File: src/rtl/fcbd_pkg.sv
// Constants, types and layouts shared by the compare and branch decoder.
package fcbd_pkg;

  // ==========================================================================
  // Register map
  localparam logic [7:0] A_CTRL  = 8'h00;
  localparam logic [7:0] A_INSTR = 8'h04;
  localparam logic [7:0] A_OPND  = 8'h08;
  localparam logic [7:0] A_FPSR  = 8'h0c;
  localparam logic [7:0] A_DISP  = 8'h10;
  localparam logic [7:0] A_DEC   = 8'h14;
  localparam logic [7:0] A_BRCH  = 8'h18;

  // ==========================================================================
  // Status word fields and reset values
  localparam int CC_N     = 27;
  localparam int CC_Z     = 26;
  localparam int CC_I     = 25;
  localparam int CC_NAN   = 24;
  localparam int EX_BR_UNORD    = 15;
  localparam int EX_SIG_NAN     = 14;
  localparam int EX_OPND_ERR    = 13;
  localparam int EX_OVER        = 12;
  localparam int EX_UNDER       = 11;
  localparam int EX_DIV_ZERO    = 10;
  localparam int EX_INEXACT     = 9;
  localparam int EX_DEC_INEXACT = 8;
  localparam logic [31:0] RST_FPSR = 32'h0000_0000;
  localparam logic [2:0]  RST_ID   = 3'h1;

  // ==========================================================================
  // Instruction encodings
  localparam logic [3:0] TOP_NIB = 4'hf;
  localparam logic [2:0] CMP_SEL = 3'h0;
  localparam logic [1:0] BR_SEL  = 2'h1;
  localparam logic [6:0] CMP_EXT = 7'h38;
  localparam logic [2:0] FMT_L = 3'h0;
  localparam logic [2:0] FMT_S = 3'h1;
  localparam logic [2:0] FMT_P = 3'h3;
  localparam logic [2:0] FMT_W = 3'h4;
  localparam logic [2:0] FMT_B = 3'h6;
  localparam logic [2:0] FMT_BAD = 3'h7;
  localparam logic [2:0] EA_DREG = 3'h0;
  localparam logic [2:0] EA_AREG = 3'h1;
  localparam logic [2:0] EA_EXT  = 3'h7;
  localparam logic [2:0] EX_ABSW = 3'h0;
  localparam logic [2:0] EX_ABSL = 3'h1;
  localparam logic [2:0] EX_PCD  = 3'h2;
  localparam logic [2:0] EX_PCX  = 3'h3;
  localparam logic [2:0] EX_IMM  = 3'h4;

  // Operand classes supplied by the arithmetic unit.
  localparam logic [1:0] CL_FIN  = 2'h0;
  localparam logic [1:0] CL_ZERO = 2'h1;
  localparam logic [1:0] CL_INF  = 2'h2;
  localparam logic [1:0] CL_NAN  = 2'h3;

  // ==========================================================================
  // Types
  typedef enum logic [1:0] {
    ST_IDLE = 2'b01,
    ST_EXEC = 2'b10
  } fcbd_st_e;

  typedef struct packed {
    logic       dec_inexact_in;
    logic       diff_z;
    logic       diff_n;
    logic       src_sig_nan;
    logic       src_sign;
    logic [1:0] src_cls;
    logic       dst_sig_nan;
    logic       dst_sign;
    logic [1:0] dst_cls;
  } fcbd_opnd_s;

  typedef struct packed {
    logic       is_cmp;
    logic       is_br;
    logic       id_ok;
    logic       rm;
    logic       ea_ok;
    logic       size;
    logic [2:0] spec;
    logic [2:0] dst;
    logic [5:0] pred;
  } fcbd_dec_s;

  typedef struct packed {
    fcbd_st_e   st;
    logic       pready;
    logic       pslverr;
    logic [31:0] prdata;
    logic [2:0] id;
    logic [31:0] instr;
    fcbd_opnd_s opnd;
    logic [31:0] disp;
    logic [31:0] fpsr;
    fcbd_dec_s  dec;
    logic [31:0] disp_out;
    logic       br_true;
  } fcbd_state_s;

endpackage

File: src/rtl/fcbd_cmp_cc.sv
// Condition code table of the floating-point compare.
`timescale 1ns/1ns
`default_nettype none
module fcbd_cmp_cc
  import fcbd_pkg::*;
(
  input  wire fcbd_opnd_s i_opnd,
  output logic            o_n,
  output logic            o_z,
  output logic            o_nan
);
  logic dp;
  logic sp;
  logic [1:0] sc;

  // ==========================================================================
  // table lookup
  always_comb begin
    dp = ~i_opnd.dst_sign;
    sp = ~i_opnd.src_sign;
    sc = i_opnd.src_cls;
    o_n = 1'b0;
    o_z = 1'b0;
    o_nan = (i_opnd.dst_cls == CL_NAN) | (sc == CL_NAN);
    if (!o_nan) begin
      unique case (i_opnd.dst_cls)
        CL_FIN: begin
          if (sc == CL_FIN && dp == sp) begin
            o_n = i_opnd.diff_n;
            o_z = i_opnd.diff_z;
          end else if (sc == CL_INF) begin
            o_n = sp;
          end else begin
            o_n = ~dp;
          end
        end
        CL_ZERO: begin
          o_z = (sc == CL_ZERO);
          o_n = (sc == CL_ZERO) ? ~dp : sp;
        end
        default: begin
          o_z = (sc == CL_INF) && (dp == sp);
          o_n = ~dp;
        end
      endcase
    end
  end
endmodule
`default_nettype wire

File: src/rtl/fcbd_cond_eval.sv
// Conditional predicate evaluation against the condition codes.
`timescale 1ns/1ns
`default_nettype none
module fcbd_cond_eval
  import fcbd_pkg::*;
(
  input  wire logic [5:0] i_pred,
  input  wire logic       i_n,
  input  wire logic       i_z,
  input  wire logic       i_nan,
  output logic            o_true,
  output logic            o_unord
);
  logic t;

  // ==========================================================================
  // one of 32 tests
  always_comb begin
    unique case (i_pred[3:0])
      4'h0: t = 1'b0;
      4'h1: t = i_z;
      4'h2: t = ~(i_nan | i_z | i_n);
      4'h3: t = i_z | ~(i_nan | i_n);
      4'h4: t = i_n & ~(i_nan | i_z);
      4'h5: t = i_z | (i_n & ~i_nan);
      4'h6: t = ~(i_nan | i_z);
      4'h7: t = ~i_nan;
      4'h8: t = i_nan;
      4'h9: t = i_nan | i_z;
      4'ha: t = i_nan | ~(i_n | i_z);
      4'hb: t = i_nan | i_z | ~i_n;
      4'hc: t = i_nan | (i_n & ~i_z);
      4'hd: t = i_nan | i_z | i_n;
      4'he: t = ~i_z;
      4'hf: t = 1'b1;
    endcase
    // The upper sixteen tests are not unordered-aware and trap on NaN.
    o_true = ~i_pred[5] & t;
    o_unord = ~i_pred[5] & i_pred[4] & i_nan;
  end
endmodule
`default_nettype wire

File: src/rtl/fcbd_top.sv
// APB-mapped floating-point compare and conditional branch decoder.
`timescale 1ns/1ns
`default_nettype none
module fcbd_top
  import fcbd_pkg::*;
(
  input  wire logic        i_sys_clk,
  input  wire logic        i_nrst,
  input  wire logic        i_psel,
  input  wire logic        i_penable,
  input  wire logic        i_pwrite,
  input  wire logic [7:0]  i_paddr,
  input  wire logic [31:0] i_pwdata,
  output logic [31:0]      o_prdata,
  output logic             o_pready,
  output logic             o_pslverr,
  output logic             o_br_unord_req,
  output logic             o_branch_true
);

  // ==========================================================================
  // State
  fcbd_state_s q;
  fcbd_state_s d;
  fcbd_dec_s   dec;
  logic [15:0] w1;
  logic [15:0] w2;
  logic        top_ok;
  logic        fmt_small;
  logic        ea_legal;
  logic        cmp_n;
  logic        cmp_z;
  logic        cmp_nan;
  logic        p_true;
  logic        p_unord;
  logic        acc;
  logic        wr;
  logic        rd_ok;
  logic [31:0] rd_data;

  assign o_prdata      = q.prdata;
  assign o_pready      = q.pready;
  assign o_pslverr     = q.pslverr;
  assign o_br_unord_req = q.fpsr[EX_BR_UNORD];
  assign o_branch_true = q.br_true;

  // ==========================================================================
  // Instruction field decode
  always_comb begin
    w1 = q.instr[31:16];
    w2 = q.instr[15:0];
    top_ok = (w1[15:12] == TOP_NIB);
    dec.id_ok = (w1[11:9] == q.id);
    dec.is_cmp = top_ok && (w1[8:6] == CMP_SEL) && (w2[6:0] == CMP_EXT)
                 && !w2[15] && !w2[13];
    dec.is_br = top_ok && (w1[8:7] == BR_SEL);
    dec.rm = w2[14];
    dec.spec = w2[12:10];
    dec.dst = w2[9:7];
    dec.size = w1[6];
    dec.pred = w1[5:0];
    fmt_small = (dec.spec == FMT_L) || (dec.spec == FMT_S)
                || (dec.spec == FMT_W) || (dec.spec == FMT_B);
    unique case (w1[5:3])
      EA_DREG: ea_legal = fmt_small;
      EA_AREG: ea_legal = 1'b0;
      EA_EXT: ea_legal = (w1[2:0] == EX_ABSW) || (w1[2:0] == EX_ABSL)
                         || (w1[2:0] == EX_IMM) || (w1[2:0] == EX_PCD)
                         || (w1[2:0] == EX_PCX);
      default: ea_legal = 1'b1;
    endcase
    // Register mode ignores the address field, which the host zeroes.
    dec.ea_ok = !dec.rm || ((dec.spec != FMT_BAD) && ea_legal);
  end

  // ==========================================================================
  // Condition code table and predicate test
  fcbd_cmp_cc u_cc (
    .i_opnd (q.opnd),
    .o_n    (cmp_n),
    .o_z    (cmp_z),
    .o_nan  (cmp_nan)
  );

  fcbd_cond_eval u_cond (
    .i_pred (dec.pred),
    .i_n    (q.fpsr[CC_N]),
    .i_z    (q.fpsr[CC_Z]),
    .i_nan  (q.fpsr[CC_NAN]),
    .o_true (p_true),
    .o_unord (p_unord)
  );

  // ==========================================================================
  // Register read mux
  always_comb begin
    rd_ok = 1'b1;
    rd_data = 32'h0000_0000;
    unique case (i_paddr)
      A_CTRL:  rd_data = {28'h0000000, q.st[1], q.id};
      A_INSTR: rd_data = q.instr;
      A_OPND:  rd_data = {21'h000000, q.opnd};
      A_FPSR:  rd_data = q.fpsr;
      A_DISP:  rd_data = q.disp;
      A_DEC:   rd_data = {14'h0000, q.dec};
      A_BRCH:  rd_data = {31'h00000000, q.br_true};
      default: rd_ok = 1'b0;
    endcase
  end

  // ==========================================================================
  // Next state
  always_comb begin
    d = q;
    acc = i_psel && i_penable;
    // A write lands on the edge where the master sees pready high.
    wr = acc && q.pready && i_pwrite && rd_ok;
    d.pready = 1'b0;
    d.pslverr = 1'b0;
    if (acc && !q.pready) begin
      d.pready = 1'b1;
      d.pslverr = !rd_ok;
      d.prdata = (rd_ok && !i_pwrite) ? rd_data : 32'h0000_0000;
    end
    if (wr) begin
      unique case (i_paddr)
        A_CTRL: d.id = i_pwdata[2:0];
        A_INSTR: begin
          d.instr = i_pwdata;
          d.st = ST_EXEC;
        end
        A_OPND: d.opnd = fcbd_opnd_s'(i_pwdata[10:0]);
        A_FPSR: d.fpsr = i_pwdata;
        A_DISP: d.disp = i_pwdata;
        default: d.dec = q.dec;
      endcase
    end
    unique case (q.st)
      ST_IDLE: d.st = d.st;
      ST_EXEC: begin
        d.st = ST_IDLE;
        d.dec = dec;
        if (dec.is_cmp && dec.id_ok && dec.ea_ok) begin
          d.fpsr[CC_N] = cmp_n;
          d.fpsr[CC_Z] = cmp_z;
          d.fpsr[CC_NAN] = cmp_nan;
          d.fpsr[CC_I] = 1'b0;
          d.fpsr[EX_BR_UNORD] = 1'b0;
          d.fpsr[EX_SIG_NAN] = q.opnd.dst_sig_nan | q.opnd.src_sig_nan;
          d.fpsr[EX_OPND_ERR] = 1'b0;
          d.fpsr[EX_OVER] = 1'b0;
          d.fpsr[EX_UNDER] = 1'b0;
          d.fpsr[EX_DIV_ZERO] = 1'b0;
          d.fpsr[EX_INEXACT] = 1'b0;
          d.fpsr[EX_DEC_INEXACT] = dec.rm && (dec.spec == FMT_P)
                                   && q.opnd.dec_inexact_in;
        end
        if (dec.is_br && dec.id_ok) begin
          d.br_true = p_true;
          if (p_unord) begin
            d.fpsr[EX_BR_UNORD] = 1'b1;
          end
          if (dec.size) begin
            d.disp_out = q.disp;
          end else begin
            d.disp_out = {{16{q.disp[31]}}, q.disp[31:16]};
          end
        end
      end
    endcase
  end

  // ==========================================================================
  // State register
  always_ff @(posedge i_sys_clk or negedge i_nrst) begin
    if (!i_nrst) begin
      q <= '{st: ST_IDLE, id: RST_ID, fpsr: RST_FPSR, default: '0};
    end else begin
      q <= d;
    end
  end
endmodule
`default_nettype wire

File: config.mk
export PLATFORM = sky130hd
export DESIGN_NAME = fcbd_top
export DESIGN_NICKNAME = d
export VERILOG_FILES = /design/src/rtl/fcbd_pkg.sv /design/src/rtl/fcbd_cmp_cc.sv /design/src/rtl/fcbd_cond_eval.sv /design/src/rtl/fcbd_top.sv
export SDC_FILE = /design/constraint.sdc
export NUM_CORES = 1
export LEC_CHECK = 0
export BUFFER_PORTS_ARGS = -buffer_cell sky130_fd_sc_hd__buf_2
export CAP_MARGIN = 20
export CORE_MARGIN = 2
export CORE_UTILIZATION = 40
export CTS_CLUSTER_SIZE = 16
export DETAILED_ROUTE_END_ITERATION = 12
export PLACE_DENSITY_LB_ADDON = 0.2
export SLEW_MARGIN = 40
export SYNTH_ARGS = -nofsm -noshare
export SYNTH_HDL_FRONTEND = slang
export SYNTH_SLANG_ARGS = --single-unit
File: constraint.sdc
create_clock -name i_sys_clk -period 2.1 [get_ports i_sys_clk]
set_input_delay 0.21 -clock i_sys_clk [delete_from_list [all_inputs] [get_ports i_sys_clk]]
set_output_delay 0.21 -clock i_sys_clk [all_outputs]
set_load 0.05 [all_outputs]
Word level (Yosys, flattened, before mapping)
Index checks and enable logic that the tools add are counted. Widths: inputs -> output; s select.

Register bits after elaboration: 197. Bits in latches: 0. Memory bits (writable): 0. Memory bits (read-only): 0. Input port bits: 45. Output and inout bits: 36. Logic and storage cells: 179. Memories kept: 0.

$add $sub $neg: 0. $mul: 0. Divide/modulo/power cells: 0. $lt $le $gt $ge: 0. Eq/ne operators: 46. Shift operators: 0. Multiplexer cells: 28. Bitwise operators: 27. Reductions and logical operators: 49.

Operators by type and width (number): $pmux 32 s7 (1); $mux 51 (1); $mux 46 (1); $eq 4x4->1 const B (9); $mux 34 (1); $mux 33 (1); $mux 32 (1); $mux 31 (1); $mux 28 (1); $eq 8x5->1 const B (3); $logic_and 1x1->1 (19); $eq 4x3->1 const B (4); $eq 8x4->1 const B (2); $mux 8 (2); $pmux 1 s16 (1); $reduce_and 2->1 (7); $eq 3x3->1 const B (4); $logic_not 3->1 (4); $or 1x1->1 (11); $not 1->1 (10); $eq 3x1->1 const B (3); $eq 3x2->1 const B (3); $mux 1 (9); $eq 2x1->1 const B (4); 22 further kinds (47).

Logic depth before layout (Yosys ltp)
Gate-level depths: netlist (run 1).

Depth after elaboration: 13. Gate-level depth with buffers: 7. Depth with buffers taken out: 5.

Modules after synthesis
Synthesis (run 1) repeated with hierarchy kept, for this count alone.

Cell total of the unflattened synthesis: 651. Area total of the unflattened synthesis: 7741.2 um^2.

Modules (own cells, without submodules): fcbd_top (times used 1, cells each 626, area an instance 7577.3 um^2, seq. area each 4131.5 um^2); fcbd_cmp_cc (times used 1, cells each 17, area an instance 107.6 um^2, seq. area each 0.0 um^2); fcbd_cond_eval (times used 1, cells each 8, area an instance 56.3 um^2, seq. area each 0.0 um^2).

Worst setup path before layout (run 1)
Ideal clock, no wire load.

Kind: reg2reg. From: register q, in the netlist o_pready. To: register q, in the netlist o_prdata[22]. Setup time: 0.080 ns. Data arrival time: 1.869 ns. Required time: 2.020 ns. Path slack: 0.151 ns. Stages on the path, launching flop included: 6. Buffers on the path: 2. Clock period less this slack: 1.949 ns. Path through: dfrtp_1 > nand3b_1 > or4_1 > buf_2 > buf_6 > o211ai_2.

Cells in the longest elaborated chain, start to end: 2.

RTL lines: from (decl) (RTL line fcbd_top.sv:23) `fcbd_state_s q;`; from (signal assigned) (RTL line fcbd_top.sv:177) `q <= '{st: ST_IDLE, id: RST_ID, fpsr: RST_FPSR, default: '0};`; from (signal assigned) (RTL line fcbd_top.sv:179) `q <= d;`; $logic_not 1->1 (RTL line fcbd_top.sv:120) `if (acc && !q.pready) begin`; $logic_and 1x1->1 (RTL line fcbd_top.sv:120).

Every way passes these cells. A chain may end at the register's enable or synchronous reset.

==> results list, run 1 <==
- Outcome: completed
- Maximum capacitance violations: 0
- Count of buffers inserted at the top-level ports: 80
- The root buffer cell chosen for the clock tree is sky130_fd_sc_hd__clkbuf_16.
- Setup repair after global routing left no endpoint under its margin.
* Setup slack of the critical path after layout: 0.177 ns
- ANT nets after route: 0
* Summed instance area of the synthesized netlist: 7830 um2
- The worst register-to-register path ends at q[65].
* Number of global-route vias before repair: 5685
* Global-route wire length before repair: 32100 um
- The number of different library cells used by synthesis comes to 55.
- Static leakage: 4.34 nW
- Vias after detailed routing: 5532
- Placed instance area: 8490 um2
* Part of the cycle the worst path needs: 91.6%
* Post-CTS Repair Setup Buffers: 0
* Number of diodes: 0
- Clock-pin slew on the worst setup and hold paths: 0.07 ns
- Worst Setup End Kind: flip-flop
- Area grow syn2layout: 15.8%
- Least-Margin Pin Slew: 0.594 ns
* Hold Fails Final Rpt: 0
* Maximum fanout along the worst path: 8
* Instance count along the most critical hold path: 2
- Across the VDD grid, the largest voltage drop is 0.520 mV.
- Sink count of the clock tree: 165
* Crit path max-delay family: simple AND/OR/NAND/NOR gates
- After global routing the overflow that remains totals 0.
* Hold Crit Class: in -> reg
- Type of the worst setup path: reg -> reg
* Critical path's most frequent cell: sky130_fd_sc_hd__nor4_1
- Traced cell by cell, the critical path runs through nor4_1 > nand4_1 > nor4_1 > and3_1 > buf_4 > mux2i_1.
* Worst slew slack as a fraction of its limit: 60.4%
- In this run, post-CTS repair resized a total of 0 instances.
- Clock insertion delay at the later pin of the skew report: 0.43 ns
- Logic depth of the worst register-to-register path: 6
- Worst setup skew after layout: 0.00927 ns
* # hold bufs at CTS: 1
- Counting the buffers created by CTS gives 17.
- Final Util: 46.9%
- Cells with a size suffix above 1 make up 39.0% of the layout.
- Vertical die dimension: 144 um
- The HPWL after detailed placement is 14400 um.
- Initial detailed-routing violation count: 380
* Reg2Reg Launch Point: dec[12]
* Busiest grt layer: met2
- Count of pins over their slew limit: 0
* Final setup TNS: 0 ns
- Global routing consumed, on the met3 layer, 4.90% of the routing resources.
- Met1 Usage GRT: 28.0%
- Number of levels in the clock H-tree: 4
- Die footprint: 20700 um2
- For this run, design rule violations remaining after detail routing come to 0.
- Once placement completed, the tool counted placed cells totaling 966.
* Net count of the finished layout: 766
* GRT Overall Usage: 20.6%
- For this design the top-level I/O count stands at 81.
- Largest net degree at the start of global routing: 58
- Counting flops and latches in the post-synthesis netlist gives 165.
- Average detailed-routed wire length per instance: 20.3 um
- Top cell type by total area after synthesis: sky130_fd_sc_hd__dfrtp_1
- Hold Path Origin: i_pwdata[12]
- Final non-filler cell total: 999
* Register-to-register path setup slack: 0.18 ns
- The die is 144 um wide.
- Starting utilization of the core area: 40.5%
* Signal arrival time at the worst endpoint: 2.28 ns
- Area share of the largest cell type after synthesis: 52.1%
- Ranked by instance count, the synthesized netlist is headed by sky130_fd_sc_hd__dfrtp_1, sky130_fd_sc_hd__mux2_2, sky130_fd_sc_hd__nand2_1, sky130_fd_sc_hd__buf_4, sky130_fd_sc_hd__a22oi_1.
* Buf+Inv Stages, Crit Path: 1
- Sequential share of the synthesized area: 52.8%
- The first detailed-routing pass ran for 6 iterations.
- Placer congestion estimate: 0.815
* Warnings from Yosys: 0
- Total number of placement rows: 51
* Synth async-reset ratio: 100%
* Avg Cell Area, Syn: 11.9 um2
* Worst-case clock buffer depth: 2
* Biggest area contributors in the synthesized netlist: sky130_fd_sc_hd__dfrtp_1, sky130_fd_sc_hd__mux2_2, sky130_fd_sc_hd__nand2_1, sky130_fd_sc_hd__buf_4, sky130_fd_sc_hd__a22oi_1
- The routed design has 20300 um of wire.
* Nature of the critical path startpoint: flip-flop
- Data required time of the worst path: 2.45 ns
- Static timing analysis puts the maximum clock frequency at 0.520 GHz.
* Top-count cell post-synth: sky130_fd_sc_hd__dfrtp_1
- Global routing consumed, on the met2 layer, 32.5% of the routing resources.
- Max stage delay cell, worst path: sky130_fd_sc_hd__dfrtp_1
- The synthesized design contains 0 enable-type register cells.
- Antenna violations before repair: 0
* Power density cells: 748 nW/um2
- Minimum period implied by the final worst setup slack: 1.92 ns
- Terminating pin of the worst hold path: dec[11]
* Worst path max stage delay: 0.41 ns
- Summed area of non-filler cells in the final layout: 9060 um2
- Counting every net in the synthesized netlist gives 701.
- In the routed layout, each cell is associated on average with a via count of 5.54.
- Dpl ws: 0.0450 ns
* Syn Inst Count: 656
- In the synthesized netlist the dominant register cell turns out to be sky130_fd_sc_hd__dfrtp_1.
- Finish-stage setup viols: 0
- Core area: 19300 um2
- TritonCTS built the clock tree.
## cell type report
class,instances,area [um2]
inverters,8,30.0
flip-flops and latches,165,4130
fillers,1755,10300
well taps,265,332
clock buffers,17,425
clock inverters,15,136
multi-input cells,412,3240
repair buffers,117,774
## state kept, by name (all words and copies together), names as in the netlist
| name | flops |
|---|---|
| dec | 14 |
| o_br_unord_req | 1 |
| o_branch_true | 1 |
| o_prdata | 32 |
| o_pready | 1 |
| o_pslverr | 1 |
| q | 115 |
## cell usage in the layout (no fill, tap or decap), types with 3 or more instances in the layout
cell type,netlist,routed
sky130_fd_sc_hd__nand2b_1,3,3
sky130_fd_sc_hd__nand2_1,74,74
sky130_fd_sc_hd__nand3b_1,3,3
sky130_fd_sc_hd__nor3_1,3,3
sky130_fd_sc_hd__a22oi_1,32,32
sky130_fd_sc_hd__nor2_1,23,22
sky130_fd_sc_hd__mux2_2,112,112
sky130_fd_sc_hd__o211ai_2,10,10
sky130_fd_sc_hd__a22o_1,5,5
sky130_fd_sc_hd__buf_4,33,29
sky130_fd_sc_hd__o31ai_1,4,4
sky130_fd_sc_hd__mux2_4,6,6
sky130_fd_sc_hd__xor2_1,4,4
sky130_fd_sc_hd__buf_2,11,79
sky130_fd_sc_hd__dfrtp_1,163,163
sky130_fd_sc_hd__nand4_1,4,4
sky130_fd_sc_hd__o22a_1,3,3
sky130_fd_sc_hd__clkinv_4,0,4
sky130_fd_sc_hd__inv_6,0,6
sky130_fd_sc_hd__o211ai_1,10,10
sky130_fd_sc_hd__nand3_1,6,6
sky130_fd_sc_hd__nor4_1,4,3
sky130_fd_sc_hd__inv_8,0,3
sky130_fd_sc_hd__inv_1,8,8
sky130_fd_sc_hd__o21ai_0,16,16
sky130_fd_sc_hd__a31oi_1,8,8
sky130_fd_sc_hd__buf_12,0,7
sky130_fd_sc_hd__o22ai_1,3,3
sky130_fd_sc_hd__a21oi_1,19,19
sky130_fd_sc_hd__mux2i_1,23,23
sky130_fd_sc_hd__clkbuf_16,0,17
sky130_fd_sc_hd__nor2b_1,5,5
## worst max-delay path by stage
stage	from	depth (start not counted)	slack, ns	to
floorplan	o_pready	5	0.15	o_prdata[22]
global route	dec[12]	6	0.03	q[65]
CTS	dec[12]	6	0.11	q[65]
finish	dec[12]	6	0.18	q[65]
global placement	i_paddr[4]	8	0.02	o_prdata[0]
detailed placement	i_paddr[4]	8	0.04	o_prdata[0]
## metrics by stage
stage	power, W	hold WS (ns)
2_1_floorplan	0.00357	-0.0856
3_3_place_gp	0.00385	0.224
3_5_place_dp	0.00386	0.235
4_1_cts	0.00684	0.0230
5_1_grt	0.00704	0.0245
6_report	0.00678	0.0412
## cells by family after synthesis
logic type,count (synthesis),share of synthesized area [%]
DFF,165,52.8
buffers and inverters,79,6.12
and+or+nand+nor,143,8.95
AOI/OAI and AO/OA,123,11.4
muxes,142,20.3
xor gates and xnor gates,4,0.447
## layer usage
layer	part of all wire, %	routed length [um]
met1	46	9350
met2	48	9630
met3	4.6	926
met4	1.7	353
met5	0	0
## where the power goes
group | total, W | internal [W] | switching [W] | leakage, nW
clock | 0.00297 | 0.00157 | 0.00141 | 0.272
combinational | 0.000557 | 0.000191 | 0.000365 | 1.79
sequential | 0.00325 | 0.00322 | 0.0000254 | 2.28
No activity file was read; power rests on OpenSTA's default activity.
==> run 2, diff against run 1 <==
- CELL_PAD_IN_SITES_DETAIL_PLACEMENT: not set -> 0
- CELL_PAD_IN_SITES_GLOBAL_PLACEMENT: not set -> 2
==> run 2 against run 1 <==
Worst setup slack got worse by 0.018 ns. Global-route usage increased by 1.6 points. Routed wire length increased by 6.9%. Critical path depth unchanged. Critical path type unchanged. Die area unchanged. Highest routed layer unchanged. Hold slack improved by 0.0066 ns. Count of clock-buffer cells in the layout increased by 6. First-iteration DRC count decreased by 29%. Final cell count increased by 0.50%. Clock power increased by 4%.
==> results list, run 2 (synthesis gave the netlist of run 1 again) <==
* Average detailed-routed wire length per instance: 21.6 um
- Data required time of the worst path: 2.43 ns
- The root buffer cell chosen for the clock tree is sky130_fd_sc_hd__clkbuf_16.
- Worst slew slack as a fraction of its limit: 67.1%
- Number of levels in the clock H-tree: 4
- Mean number of vias per cell: 5.41
- Input and output buffers added on the ports amount to 80.
- Entering global routing, the biggest net connects 65 pins.
* Starting utilization of the core area: 40.5%
- Most frequent standard cell in the layout excluding fill and tap cells: sky130_fd_sc_hd__dfrtp_1
- Worst-case clock buffer depth: 2
- Count of pins over their slew limit: 0
- In this run the standard cell core region covers 19300 um2.
- GRT Overall Usage: 22.2%
- Once detailed placement completed, the half-perimeter wirelength came to 15100 um.
- After the first detailed-routing iteration, the DRC count stood at 269.
- In this run the worst path has a maximum fanout of 8.
* Worst setup skew after layout: 0.0115 ns
- During I/O placement, the number of pins put on the boundary was 81.
- ANT nets after route: 0
- Maximum capacitance violations: 0
- Hold Crit Class: in -> reg
- After detailed routing, the total wire length is 21700 um.
* Type of the worst setup path: reg -> reg
- Clock insertion delay at the later pin of the skew report: 0.42 ns
* Placed cell count: 972
* Power density cells: 757 nW/um2
- At the pin with the least slew margin, the transition time is 0.494 ns.
* Global-route wire length before repair: 33800 um
- Sink count of the clock tree: 165
- STA classifies the critical path startpoint as a flip-flop.
- Die boundary width: 144 um
* Static leakage: 4.37 nW
- Placer congestion estimate: 0.800
- Die footprint: 20700 um2
- The pre-antenna-repair detailed-routing pass consisted of 5 iterations.
- The library cells used most frequently in the layout, excluding fill and tap cells, are sky130_fd_sc_hd__dfrtp_1, sky130_fd_sc_hd__mux2_2, sky130_fd_sc_hd__buf_2.
- Highest clock rate: 0.515 GHz
* Unrepaired setup endpoints after global routing: no
- The worst-case IR drop observed on VDD is 0.567 mV.
- The via count of the first global-routing pass is 5631.
- Reg with most FFs: q
- Hold Fails Final Rpt: 0
* Fraction of final layout cells sized beyond drive strength 1: 39.1%
- Net count of the finished layout: 772
* Part of the cycle the worst path needs: 92.4%
- Antenna violations before repair: 0
* Worst Setup End Kind: flip-flop
- For this block, the via count after detailed routing is 5427.
- Clock tree from TritonCTS: built
- After floorplanning, the core was divided into 51 placement rows.
- The register with the most flip-flops in the layout has 115 of them.
- Gr ovfl total: 0
- Post-CTS Repair Setup Buffers: 0
* Outcome: completed
- Buffers inserted during clock tree synthesis total 17.
* Signal arrival time at the worst endpoint: 2.27 ns
- After detailed routing, the number of remaining DRC violations is 0.
- Number of diodes: 0
- The die is 144 um tall.
- The area growth from synthesis to layout is 16.6%.
- Final setup TNS: 0 ns
- Minimum period implied by the final worst setup slack: 1.94 ns
- Setup violations remaining at the end of the flow were counted as 0.
- Final non-filler cell total: 1004
- Clock-pin slew was measured on the worst setup and hold paths at 0.07 ns.
-- run 2: cell count changes in the layout (fill, tap and decap cells not counted), sizes merged --
cell      change
clkbuf        +6
bufinv        +2
buf           +6
clkinvlp      -1
clkinv        +1
inv           -9
-- run 2: timing repair --
item                                    CTS  global route
gates resized for setup                   0             1
hold buffers                              1             0
endpoints found under the setup margin    0             3
endpoints found under the hold margin    39             0
-- run 2: worst max-delay path: stages (launching register included) --
cell and delay, ns:
sky130_fd_sc_hd__dfrtp_1 0.43, sky130_fd_sc_hd__nor4_1 0.28, sky130_fd_sc_hd__nand4_1 0.15, sky130_fd_sc_hd__nor4_2 0.35, sky130_fd_sc_hd__and3_1 0.28, sky130_fd_sc_hd__buf_12 0.16, sky130_fd_sc_hd__mux2i_1 0.20
-- run 2: path summary, 6_finish.rpt --
check | slack [ns] | cells past startpoint | start | endpoint
worst max register to register | 0.16 | 6 | q[149] | q[65]
worst max-delay path | 0.16 | 6 | q[149] | q[65]
min in group asynchronous | 0.32 | 2 | i_nrst | o_prdata[11]
worst min register to register | 0.48 | 2 | o_prdata[0] | o_prdata[0]
worst min-delay path | 0.05 | 2 | i_pwdata[21] | dec[5]
max in group asynchronous | 1.08 | 3 | i_nrst | q[113]
-- run 2: layer usage --
| metal | vias up | GRT usage (%) | part of all wire (%) |
|---|---|---|---|
| met5 | - | 0 | 0 |
| met3 | 24 | 4.63 | 3.8 |
| li1 | 2483 | - | - |
| met1 | 2805 | 30.7 | 47 |
| met4 | 0 | 6.04 | 1.3 |
| met2 | 115 | 35.5 | 48 |
-- run 2: report_power, final --
group | internal (W) | switching (W) | leakage, nW
Sequential | 0.00323 | 0.0000256 | 2.28
Combinational | 0.000192 | 0.000373 | 1.81
Clock | 0.00184 | 0.00126 | 0.283
-- run 2: stage by stage --
step	power (W)	util [%]	area, um2	hold slack (ns)	setup slack, ns
floorplan	0.00357	-	7830	-0.0856	0.151
global placement	0.00387	44.2	8540	0.184	0.166
detailed placement	0.00387	44.2	8540	0.192	0.145
CTS	0.00698	47.2	9130	0.0309	0.137
global route	0.00715	47.2	9130	0.0394	0.00165
finish	0.00691	47.2	9130	0.0478	0.159
-- run 2: layout make-up --
cell class	instances	area, um2
Fill cell	1802	10200
Sequential cell	165	4130
Multi-Input combinational cell	412	3250
Timing Repair Buffer	123	807
Clock buffer	23	478
Tap cell	265	332
Clock inverter	8	100
Inverter	8	30.0
